<file path="config.mk">
export PLATFORM = sky130hd
export DESIGN_NAME = nvl_front_end
export DESIGN_NICKNAME = d
export VERILOG_FILES = /design/src/shared/nvl_pkg.sv /design/src/rtl/nvl_front_end.sv /design/src/rtl/nvl_sync_edge.sv
export SDC_FILE = /design/constraint.sdc
export NUM_CORES = 1
export LEC_CHECK = 0
export BUFFER_PORTS_ARGS = -buffer_cell sky130_fd_sc_hd__buf_4
export CAP_MARGIN = 20
export CORE_MARGIN = 1
export CORE_UTILIZATION = 56
export DETAILED_ROUTE_END_ITERATION = 8
export PLACE_DENSITY = 0.8
export SLEW_MARGIN = 10
export SYNTH_ARGS = -nofsm -noshare
export SYNTH_HDL_FRONTEND = slang
export SYNTH_SLANG_ARGS = --single-unit
</file>
<file path="constraint.sdc">
create_clock -name mclk -period 2.55 [get_ports mclk]
set_input_delay 0.51 -clock mclk [delete_from_list [all_inputs] [get_ports mclk]]
set_output_delay 0.51 -clock mclk [all_outputs]
set_load 0.01 [all_outputs]
</file>
<file path="src/shared/nvl_pkg.sv">
// Purpose: Shared constants and types for the interrupt front-end block
// Assumes: AXI4-Lite register access, 32-bit data, one clock
// Notes: Offsets are byte addresses of aligned words
package nvl_pkg;
	// ---------------------------------------------
	// Register offsets
	// ---------------------------------------------
	localparam logic [7:0] NVL_OFF_NMI_CONTROL = 8'h00;
	localparam logic [7:0] NVL_OFF_VECTOR_BASE = 8'h04;
	localparam logic [7:0] NVL_OFF_EXT_REQ_STATUS = 8'h08;
	localparam logic [7:0] NVL_OFF_EXT_REQ_CLEAR = 8'h0c;
	localparam logic [7:0] NVL_OFF_EXT_REQ_CONFIG = 8'h10;
	localparam logic [7:0] NVL_OFF_IRQ_STATUS = 8'h14;
	localparam logic [7:0] NVL_OFF_IRQ_CLEAR = 8'h18;
	localparam logic [7:0] NVL_OFF_IRQ_ENABLE = 8'h1c;
	localparam logic [7:0] NVL_OFF_VEC_NUMBER = 8'h20;
	localparam logic [7:0] NVL_OFF_VEC_ADDRESS = 8'h24;
	// ---------------------------------------------
	// Field positions and reset values
	// ---------------------------------------------
	localparam int NVL_BIT_EDGE_SELECT = 8;
	localparam int NVL_BIT_PIN_LEVEL = 15;
	localparam int NVL_NUM_EXT = 4;
	localparam int NVL_VEC_SHIFT = 2;
	localparam logic [7:0] NVL_VEC_EXT_FIRST = 8'h40;
	localparam logic [7:0] NVL_VEC_RSVD_FIRST = 8'h44;
	localparam logic [7:0] NVL_VEC_PERIPH_FIRST = 8'h48;
	localparam logic [7:0] NVL_VEC_NMI = 8'h0b;
	localparam logic [31:0] NVL_VECTOR_BASE_RESET = 32'h0000_0000;
	localparam logic [1:0] NVL_RESP_OKAY = 2'h0;
	localparam logic [1:0] NVL_RESP_SLVERR = 2'h2;
	localparam int NVL_IRQ_BIT_NMI = 0;
	localparam int NVL_IRQ_BIT_EXT = 1;
	localparam int NVL_IRQ_WIDTH = 5;
	// ---------------------------------------------
	// Types
	// ---------------------------------------------
	typedef struct packed {
		logic accept;
		logic [7:0] vecNum;
	} nvl_accept_t;
	typedef struct packed {
		logic valid;
		logic [7:0] vecNum;
		logic [31:0] vecAddr;
	} nvl_vector_t;
endpackage

</file>
<file path="src/rtl/nvl_front_end.sv">
// Purpose: Edge detect, pending hold and vector address forming
// Assumes: AXI4-Lite slave, 250 MHz mclk, synchronous reset
// Notes: Core accepts requests over a vector-number strobe
`timescale 1ns/1ps
`default_nettype none
// Function
// Vector address is vector base plus vector number times four.
// External lines use vectors 64-67; 68-71 reserved; peripherals 72-255.
// Edge select bit 8: zero picks falling edge, one rising edge.
// Bit 15 reads live pin level; writes ignored.
// After reset, level bit follows the pin, not a constant.
// Reserved bits 14-9 and 7-0 read zero; software writes zero.
// Edge-detected requests stay pending until the core accepts them.
// Pending external request may be withdrawn through its status register; the code withdraws it through NVL_OFF_EXT_REQ_CLEAR (0x0c) instead.
// Power-on or manual reset discards all pending requests.
// Handler clears flag, reads it back clear, then returns.
// Pin passes two flip-flops before edge detect and level readout.
module nvl_front_end import nvl_pkg::*; (
	input wire logic mclk,
	input wire logic srst,
	input wire logic manualRst,
	input wire logic nmiPin,
	input wire logic [NVL_NUM_EXT-1:0] extReqPin,
	input wire nvl_accept_t coreAccept,
	output logic nmiPending,
	output logic [NVL_NUM_EXT-1:0] extPending,
	output nvl_vector_t vectorOut,
	output logic irq,
	input wire logic [7:0] s_axi_awaddr,
	input wire logic s_axi_awvalid,
	output logic s_axi_awready,
	input wire logic [31:0] s_axi_wdata,
	input wire logic [3:0] s_axi_wstrb,
	input wire logic s_axi_wvalid,
	output logic s_axi_wready,
	output logic [1:0] s_axi_bresp,
	output logic s_axi_bvalid,
	input wire logic s_axi_bready,
	input wire logic [7:0] s_axi_araddr,
	input wire logic s_axi_arvalid,
	output logic s_axi_arready,
	output logic [31:0] s_axi_rdata,
	output logic [1:0] s_axi_rresp,
	output logic s_axi_rvalid,
	input wire logic s_axi_rready
);
	// ---------------------------------------------
	// Pin synchronisers
	// ---------------------------------------------
	logic [NVL_NUM_EXT:0] pinLevel, pinRise, pinFall;

	nvl_sync_edge #(.WIDTH(NVL_NUM_EXT + 1)) uSync (
		.mclk(mclk),
		.srst(srst),
		.pinAsync({extReqPin, nmiPin}),
		.level(pinLevel),
		.rise(pinRise),
		.fall(pinFall)
	);

	// ---------------------------------------------
	// Vector address function
	// ---------------------------------------------
	function automatic logic [31:0] vecAddress(input logic [31:0] base, input logic [7:0] num);
		vecAddress = base + {22'h0, num, 2'h0};
	endfunction

	// ---------------------------------------------
	// State
	// ---------------------------------------------
	logic edgeSel_q, edgeSel_d;
	logic [31:0] vecBase_q, vecBase_d;
	logic [NVL_NUM_EXT-1:0] extEdge_q, extEdge_d;
	logic [NVL_NUM_EXT-1:0] extRise_q, extRise_d;
	logic nmiPend_q, nmiPend_d;
	logic [NVL_NUM_EXT-1:0] extPend_q, extPend_d;
	logic [NVL_IRQ_WIDTH-1:0] irqStat_q, irqStat_d, irqEn_q, irqEn_d;
	logic [7:0] vecNum_q, vecNum_d;
	nvl_vector_t vecOut_q, vecOut_d;
	logic awHeld_q, awHeld_d, wHeld_q, wHeld_d, bValid_q, bValid_d;
	logic [7:0] awAddr_q, awAddr_d;
	logic [31:0] wData_q, wData_d;
	logic [3:0] wStrb_q, wStrb_d;
	logic [1:0] bResp_q, bResp_d;
	logic rValid_q, rValid_d;
	logic [31:0] rData_q, rData_d;
	logic [1:0] rResp_q, rResp_d;

	logic wrFire, rdFire, wrMapped, rdMapped;
	logic [31:0] rdWord;
	logic nmiEdge;
	logic [NVL_NUM_EXT-1:0] extEvent, extLevelActive, extClr;
	logic [NVL_IRQ_WIDTH-1:0] irqClr, irqEvt;

	// ---------------------------------------------
	// AXI4-Lite handshakes
	// ---------------------------------------------
	assign s_axi_awready = !awHeld_q && !bValid_q;
	assign s_axi_wready = !wHeld_q && !bValid_q;
	assign s_axi_arready = !rValid_q;
	assign wrFire = awHeld_q && wHeld_q && !bValid_q;
	assign rdFire = s_axi_arvalid && !rValid_q;

	always_comb begin
		case (awAddr_q)
			NVL_OFF_NMI_CONTROL, NVL_OFF_VECTOR_BASE, NVL_OFF_EXT_REQ_STATUS,
			NVL_OFF_EXT_REQ_CLEAR, NVL_OFF_EXT_REQ_CONFIG, NVL_OFF_IRQ_CLEAR,
			NVL_OFF_IRQ_ENABLE, NVL_OFF_VEC_NUMBER: wrMapped = 1'b1;
			NVL_OFF_IRQ_STATUS, NVL_OFF_VEC_ADDRESS: wrMapped = 1'b1;
			default: wrMapped = 1'b0;
		endcase
	end

	// ---------------------------------------------
	// Read mux
	// ---------------------------------------------
	always_comb begin
		rdWord = 32'h0000_0000;
		rdMapped = 1'b1;
		case (s_axi_araddr)
			NVL_OFF_NMI_CONTROL: begin
				rdWord[NVL_BIT_PIN_LEVEL] = pinLevel[0];
				rdWord[NVL_BIT_EDGE_SELECT] = edgeSel_q;
			end
			NVL_OFF_VECTOR_BASE: rdWord = vecBase_q;
			NVL_OFF_EXT_REQ_STATUS: rdWord[NVL_NUM_EXT-1:0] = extPend_q;
			NVL_OFF_EXT_REQ_CLEAR: rdWord = 32'h0000_0000;
			NVL_OFF_EXT_REQ_CONFIG: rdWord[2*NVL_NUM_EXT-1:0] = {extRise_q, extEdge_q};
			NVL_OFF_IRQ_STATUS: rdWord[NVL_IRQ_WIDTH-1:0] = irqStat_q;
			NVL_OFF_IRQ_CLEAR: rdWord = 32'h0000_0000;
			NVL_OFF_IRQ_ENABLE: rdWord[NVL_IRQ_WIDTH-1:0] = irqEn_q;
			NVL_OFF_VEC_NUMBER: rdWord[7:0] = vecNum_q;
			NVL_OFF_VEC_ADDRESS: rdWord = vecAddress(vecBase_q, vecNum_q);
			default: rdMapped = 1'b0;
		endcase
	end

	// ---------------------------------------------
	// Request detection and pending logic
	// ---------------------------------------------
	assign nmiEdge = edgeSel_q ? pinRise[0] : pinFall[0];

	genvar gi;
	generate
		for (gi = 0; gi < NVL_NUM_EXT; gi++) begin : gExt
			assign extEvent[gi] = extRise_q[gi] ? pinRise[gi+1] : pinFall[gi+1];
			assign extLevelActive[gi] = extRise_q[gi] ? pinLevel[gi+1] : !pinLevel[gi+1];
			assign extClr[gi] = coreAccept.accept && (coreAccept.vecNum ==
				NVL_VEC_EXT_FIRST + 8'(gi));
		end
	endgenerate

	assign irqEvt = {extEvent, nmiEdge};

	always_comb begin
		edgeSel_d = edgeSel_q;
		vecBase_d = vecBase_q;
		extEdge_d = extEdge_q;
		extRise_d = extRise_q;
		irqEn_d = irqEn_q;
		vecNum_d = vecNum_q;
		irqClr = '0;
		nmiPend_d = nmiPend_q;
		extPend_d = extPend_q;
		if (wrFire && wrMapped) begin
			case (awAddr_q)
				NVL_OFF_NMI_CONTROL: if (wStrb_q[1]) edgeSel_d = wData_q[NVL_BIT_EDGE_SELECT];
				NVL_OFF_VECTOR_BASE: vecBase_d = wData_q;
				NVL_OFF_EXT_REQ_CLEAR: extPend_d = extPend_q & ~wData_q[NVL_NUM_EXT-1:0];
				NVL_OFF_EXT_REQ_CONFIG: {extRise_d, extEdge_d} = wData_q[2*NVL_NUM_EXT-1:0];
				NVL_OFF_IRQ_CLEAR: irqClr = wData_q[NVL_IRQ_WIDTH-1:0];
				NVL_OFF_IRQ_ENABLE: irqEn_d = wData_q[NVL_IRQ_WIDTH-1:0];
				NVL_OFF_VEC_NUMBER: vecNum_d = wData_q[7:0];
				default: vecNum_d = vecNum_q;
			endcase
		end
		// Accept clears the held request; a new edge in the same cycle wins
		if (coreAccept.accept && coreAccept.vecNum == NVL_VEC_NMI) nmiPend_d = 1'b0;
		if (nmiEdge) nmiPend_d = 1'b1;
		extPend_d = extPend_d & ~(extClr & extEdge_q);
		extPend_d = extPend_d | (extEvent & extEdge_q);
		// Level-mode lines follow the pin directly
		extPend_d = (extPend_d & extEdge_q) | (extLevelActive & ~extEdge_q);
		irqStat_d = (irqStat_q & ~irqClr) | irqEvt;
	end

	// ---------------------------------------------
	// Vector output to the core
	// ---------------------------------------------
	always_comb begin
		vecOut_d.valid = coreAccept.accept && (coreAccept.vecNum < NVL_VEC_RSVD_FIRST ||
			coreAccept.vecNum >= NVL_VEC_PERIPH_FIRST);
		vecOut_d.vecNum = coreAccept.accept ? coreAccept.vecNum : vecOut_q.vecNum;
		vecOut_d.vecAddr = coreAccept.accept ? vecAddress(vecBase_q, coreAccept.vecNum) :
			vecOut_q.vecAddr;
	end

	// ---------------------------------------------
	// AXI next state
	// ---------------------------------------------
	always_comb begin
		awHeld_d = awHeld_q;
		wHeld_d = wHeld_q;
		awAddr_d = awAddr_q;
		wData_d = wData_q;
		wStrb_d = wStrb_q;
		bValid_d = bValid_q;
		bResp_d = bResp_q;
		rValid_d = rValid_q;
		rData_d = rData_q;
		rResp_d = rResp_q;
		if (s_axi_awvalid && s_axi_awready) begin
			awHeld_d = 1'b1;
			awAddr_d = {s_axi_awaddr[7:2], 2'h0};
		end
		if (s_axi_wvalid && s_axi_wready) begin
			wHeld_d = 1'b1;
			wData_d = s_axi_wdata;
			wStrb_d = s_axi_wstrb;
		end
		if (wrFire) begin
			awHeld_d = 1'b0;
			wHeld_d = 1'b0;
			bValid_d = 1'b1;
			bResp_d = wrMapped ? NVL_RESP_OKAY : NVL_RESP_SLVERR;
		end else if (bValid_q && s_axi_bready) begin
			bValid_d = 1'b0;
		end
		if (rdFire) begin
			rValid_d = 1'b1;
			rData_d = rdWord;
			rResp_d = rdMapped ? NVL_RESP_OKAY : NVL_RESP_SLVERR;
		end else if (rValid_q && s_axi_rready) begin
			rValid_d = 1'b0;
		end
	end

	// ---------------------------------------------
	// Registers
	// ---------------------------------------------
	always_ff @(posedge mclk) begin
		if (srst) begin
			edgeSel_q <= 1'b0;
			vecBase_q <= NVL_VECTOR_BASE_RESET;
			extEdge_q <= '1;
			extRise_q <= '0;
			irqEn_q <= '0;
			vecNum_q <= 8'h00;
			irqStat_q <= '0;
			vecOut_q <= '0;
			awHeld_q <= 1'b0;
			wHeld_q <= 1'b0;
			awAddr_q <= 8'h00;
			wData_q <= 32'h0000_0000;
			wStrb_q <= 4'h0;
			bValid_q <= 1'b0;
			bResp_q <= NVL_RESP_OKAY;
			rValid_q <= 1'b0;
			rData_q <= 32'h0000_0000;
			rResp_q <= NVL_RESP_OKAY;
		end else begin
			edgeSel_q <= edgeSel_d;
			vecBase_q <= vecBase_d;
			extEdge_q <= extEdge_d;
			extRise_q <= extRise_d;
			irqEn_q <= irqEn_d;
			vecNum_q <= vecNum_d;
			irqStat_q <= irqStat_d;
			vecOut_q <= vecOut_d;
			awHeld_q <= awHeld_d;
			wHeld_q <= wHeld_d;
			awAddr_q <= awAddr_d;
			wData_q <= wData_d;
			wStrb_q <= wStrb_d;
			bValid_q <= bValid_d;
			bResp_q <= bResp_d;
			rValid_q <= rValid_d;
			rData_q <= rData_d;
			rResp_q <= rResp_d;
		end
	end

	// Pending requests drop on either reset
	always_ff @(posedge mclk) begin
		if (srst || manualRst) begin
			nmiPend_q <= 1'b0;
			extPend_q <= '0;
		end else begin
			nmiPend_q <= nmiPend_d;
			extPend_q <= extPend_d;
		end
	end

	// ---------------------------------------------
	// Outputs
	// ---------------------------------------------
	assign nmiPending = nmiPend_q;
	assign extPending = extPend_q;
	assign vectorOut = vecOut_q;
	assign irq = |(irqStat_q & irqEn_q);
	assign s_axi_bvalid = bValid_q;
	assign s_axi_bresp = bResp_q;
	assign s_axi_rvalid = rValid_q;
	assign s_axi_rdata = rData_q;
	assign s_axi_rresp = rResp_q;
endmodule
`default_nettype wire

</file>
<file path="src/rtl/nvl_sync_edge.sv">
// Purpose: Two-stage synchroniser with edge detection
// Assumes: Asynchronous input pin
// Notes: First stage is read only by the second
`timescale 1ns/1ps
`default_nettype none
module nvl_sync_edge import nvl_pkg::*; #(
	parameter int WIDTH = 1
) (
	input wire logic mclk,
	input wire logic srst,
	input wire logic [WIDTH-1:0] pinAsync,
	output logic [WIDTH-1:0] level,
	output logic [WIDTH-1:0] rise,
	output logic [WIDTH-1:0] fall
);
	logic [WIDTH-1:0] meta_q, meta_d, sync_q, sync_d, last_q, last_d;
	logic primed_q, primed_d;

	always_comb begin
		meta_d = pinAsync;
		sync_d = meta_q;
		last_d = sync_q;
		primed_d = 1'b1;
	end

	always_ff @(posedge mclk) begin
		meta_q <= meta_d;
		sync_q <= sync_d;
		last_q <= last_d;
		if (srst) begin
			primed_q <= 1'b0;
		end else begin
			primed_q <= primed_d;
		end
	end

	assign level = sync_q;
	assign rise = primed_q ? (sync_q & ~last_q) : '0;
	assign fall = primed_q ? (~sync_q & last_q) : '0;
endmodule
`default_nettype wire

</file>
==> impl_metrics.env <==
export IMPL_std_cell_rows=46
export IMPL_grt_pass1_wl_um=39390
export IMPL_ios=162
export IMPL_ys_seq_area_share_pct=43.15
export IMPL_power_share_clock_pct=42.0
export IMPL_ys_ff_latch=198
export IMPL_numClockSinks=198
export IMPL_place_ws_ns=0.08286
export IMPL_swShare_pct=25.91
export IMPL_finalHoldViolations=0
export IMPL_place_hpwl_um=18470
export IMPL_drt_pass1_iter_count=6
export IMPL_pwr_share_seq_pct=49.0
export IMPL_cts_setup_buffers=0
export IMPL_ys_flop_type="dfxtp_1"
export IMPL_total_leakage_power_uw=0.004571
export IMPL_place_congestion=0.9465
export IMPL_routed_wl_um=25380
export IMPL_dr_first_iter_drc_count=818
export IMPL_synth_area_leaders="dfxtp_1 (43%), nand2_1 (7.7%), a21oi_1 (5.8%)"
export IMPL_tns_ns=0
export IMPL_power_density_nw_per_um2=597.1
export IMPL_period_needed_ns=2.334
export IMPL_synth_top_cell_area_share_pct=43.15
export IMPL_critPathMaxFanout=15
export IMPL_netlist_instances=1120
export IMPL_fin_skew_ns=0.007664
export IMPL_setup_viol=0
export IMPL_core_area_um2=15940
export IMPL_area_growth_pct=22.73
export IMPL_die_h_um=130.1
export IMPL_rsz0062_at_grt="no"
export IMPL_antennaDiodeCount=0
export IMPL_cap_violations=0
export IMPL_wire_per_inst_um=16.99
export IMPL_grt_use_total_pct=30.44
export IMPL_synth_distinct_cells=68
export IMPL_numPortBuffers=154
export IMPL_path_class="reg -> reg"
export IMPL_internal_power_uw=4988
export IMPL_vdd_drop_max_mv=0.5053
export IMPL_placed_cell_area_um2=10640
export IMPL_avgSynthCellArea_um2=8.202
export IMPL_timing_fmax_ghz=0.4285
export IMPL_nets=1357
export IMPL_worstSetupStartpointType="flip-flop"
export IMPL_cts_buffer_depth=2
export IMPL_synth_edf_count=0
export IMPL_antenna_found_initial=0
export IMPL_fin_area_um2=11270
export IMPL_cts_inserted_buffers=17
export IMPL_crit_chain="ha_1 -> fa_1 -> a211oi_1 -> o21ai_0 -> o31a_1 -> buf_12 -> nand4_1 -> xor2_1 -> o21ai_0"
export IMPL_crit_top_cell="o21ai_0"
export IMPL_outcome="finished clean"
export IMPL_async_flop_share_pct=0
export IMPL_register_area_um2=3964
export IMPL_required_ns=2.87
export IMPL_grt_pass1_vias=7562
export IMPL_syn_area_um2=9186
export IMPL_utilization_pct=70.72
export IMPL_die_area_um2=16920
export IMPL_via_count=8583
export IMPL_synth_most_common_cell="dfxtp_1"
export IMPL_clk_latency_ns=0.44
export IMPL_synth_largest_area_cell="dfxtp_1"
export IMPL_cts_resized=0
export IMPL_yosysWarnings=0
export IMPL_drive_above_1_share_pct=19.64
export IMPL_die_w_um=130.1
export IMPL_crit_path_end_kind="flip-flop"
export IMPL_worstMarginPinSlew_ns=1.080
export IMPL_worst_endpoint_arrival_ns=2.65
export IMPL_critPathMaxStageDelay_ns=0.40
export IMPL_cts_htree_levels=4
export IMPL_cts_tree="yes"
export IMPL_grt_max_degree=100
export IMPL_final_antenna_net_count=0
export IMPL_setup_slack_ns=0.2163
export IMPL_nFillCells=1329
export IMPL_combPwrFrac_pct=9.0
export IMPL_power_switching_uw=1744
export IMPL_clk_pin_slew_ns=0.08
export IMPL_crit_slowest_cell="fa_1"
export IMPL_slew_headroom_pct=27.72
export IMPL_postCtsHoldBufs=0
export IMPL_multi_input_area_um2=4838
export IMPL_drv_slew=0
export IMPL_cts_root_buf="clkbuf_16"
export IMPL_vias_per_cell=5.745
export IMPL_start_util_pct=57.62
export IMPL_overflow=0
export IMPL_hold_path_class="in -> reg"
export IMPL_synth_common_cells="dfxtp_1 (198), nand2_1 (189), nor2_1 (120)"
export IMPL_drc=0
export IMPL_finalCritPeriodShare_pct=91.52
-- power groups by stage --
stage	sequential [uW]	clock [uW]	combinational (uW)
after global placement	3360	0	591
after CTS	3300	2860	605
after detailed placement	3370	0	603
after global routing	3310	2990	668
final	3300	2830	607
after floorplan	3360	0	322
-- sequential cells by signal, summed over array words and instances, names as in the netlist, 4 cells and up --
register,count
vecNum_q,8
vectorOut,41
uSync.meta_q,5
irqEn_q,5
extEdge_q,4
awAddr_q,6
uSync.level,5
vecBase_q,32
uSync.last_q,5
extPending,4
wData_q,32
irqStat_q,5
extRise_q,4
s_axi_rdata,32
-- critical path: cells and delay by family, from the launching register on --
| kind | cells | cell delay [ns] |
|---|---|---|
| AND/OR/NAND/NOR | 1 | 0.08 |
| buffers and inverters | 1 | 0.16 |
| adder cells (fa/ha/maj) | 2 | 0.63 |
| AO/OA/AOI/OAI | 4 | 0.81 |
| XOR/XNOR | 1 | 0.19 |
| flip-flops | 1 | 0.34 |
-- logic make-up after synthesis --
kind of cell             count (synthesis)  synth area share (%)
XOR/XNOR                                45                 4.290
AO/OA/AOI/OAI                          265                 17.73
adder cells (fa/ha/maj)                 18                 2.615
buffers and inverters                   88                 4.304
flip-flops                             198                 43.15
other                                    1               0.04082
multiplexers                            39                 4.263
AND/OR/NAND/NOR                        466                 23.60
-- cells in the final DEF (no fill, tap or decap), types with 8 or more instances in the layout --
master     count
a211oi_1      26
a21o_1        10
a21oi_1      107
a22oi_1        8
a31oi_1       12
and3_1        15
buf_4        197
clkbuf_16     17
dfxtp_1      198
ha_1          16
inv_1         13
mux2i_1       38
nand2_1      189
nand2b_1       8
nand3_1       33
nand4_1       20
nor2_1       120
nor3_1        22
o211ai_1       9
o21ai_0       49
o22ai_1        9
xnor2_1       27
xor2_1        18
-- layer usage --
layer  track usage, %  vias to the layer above  wire [um]
met5                0                        -          0
met2            45.71                      383      10900
li1                 -                     4239          -
met1            42.05                     3916      11380
met4            11.15                        0        638
met3            7.790                       45       2467
-- per-stage QoR --
stage                     total power, uW  std cells  hold slack, ns
final                                6732       1494          0.1710
after global routing                 6970       1494          0.1517
after CTS                            6757       1494          0.1600
after detailed placement             3969       1462          0.3121
after global placement               3954       1462          0.3101
after floorplan                      3686       1121          0.3096
-- final timing paths --
kind,start,to,slack [ns],cells after the start
worst min-delay path,extReqPin[3],uSync.meta_q[4]$_DFF_P_,0.17,1
worst max-delay path,vecNum_q[0]$_SDFFE_PP0P_,s_axi_rdata[30]$_SDFFE_PP0P_,0.22,9
worst max register to register,vecNum_q[0]$_SDFFE_PP0P_,s_axi_rdata[30]$_SDFFE_PP0P_,0.22,9
worst min register to register,uSync.meta_q[2]$_DFF_P_,uSync.level[2]$_DFF_P_,0.33,0
-- area by class of cell --
type	count	share of cell area, %
Clock buffer	17	3.773
Timing Repair Buffer	199	13.47
Multi-Input combinational cell	835	42.91
Inverter	14	0.4661
Clock inverter	15	1.820
Sequential cell	198	35.16
Tap cell	216	2.397
(Power assumes the default switching activity.)
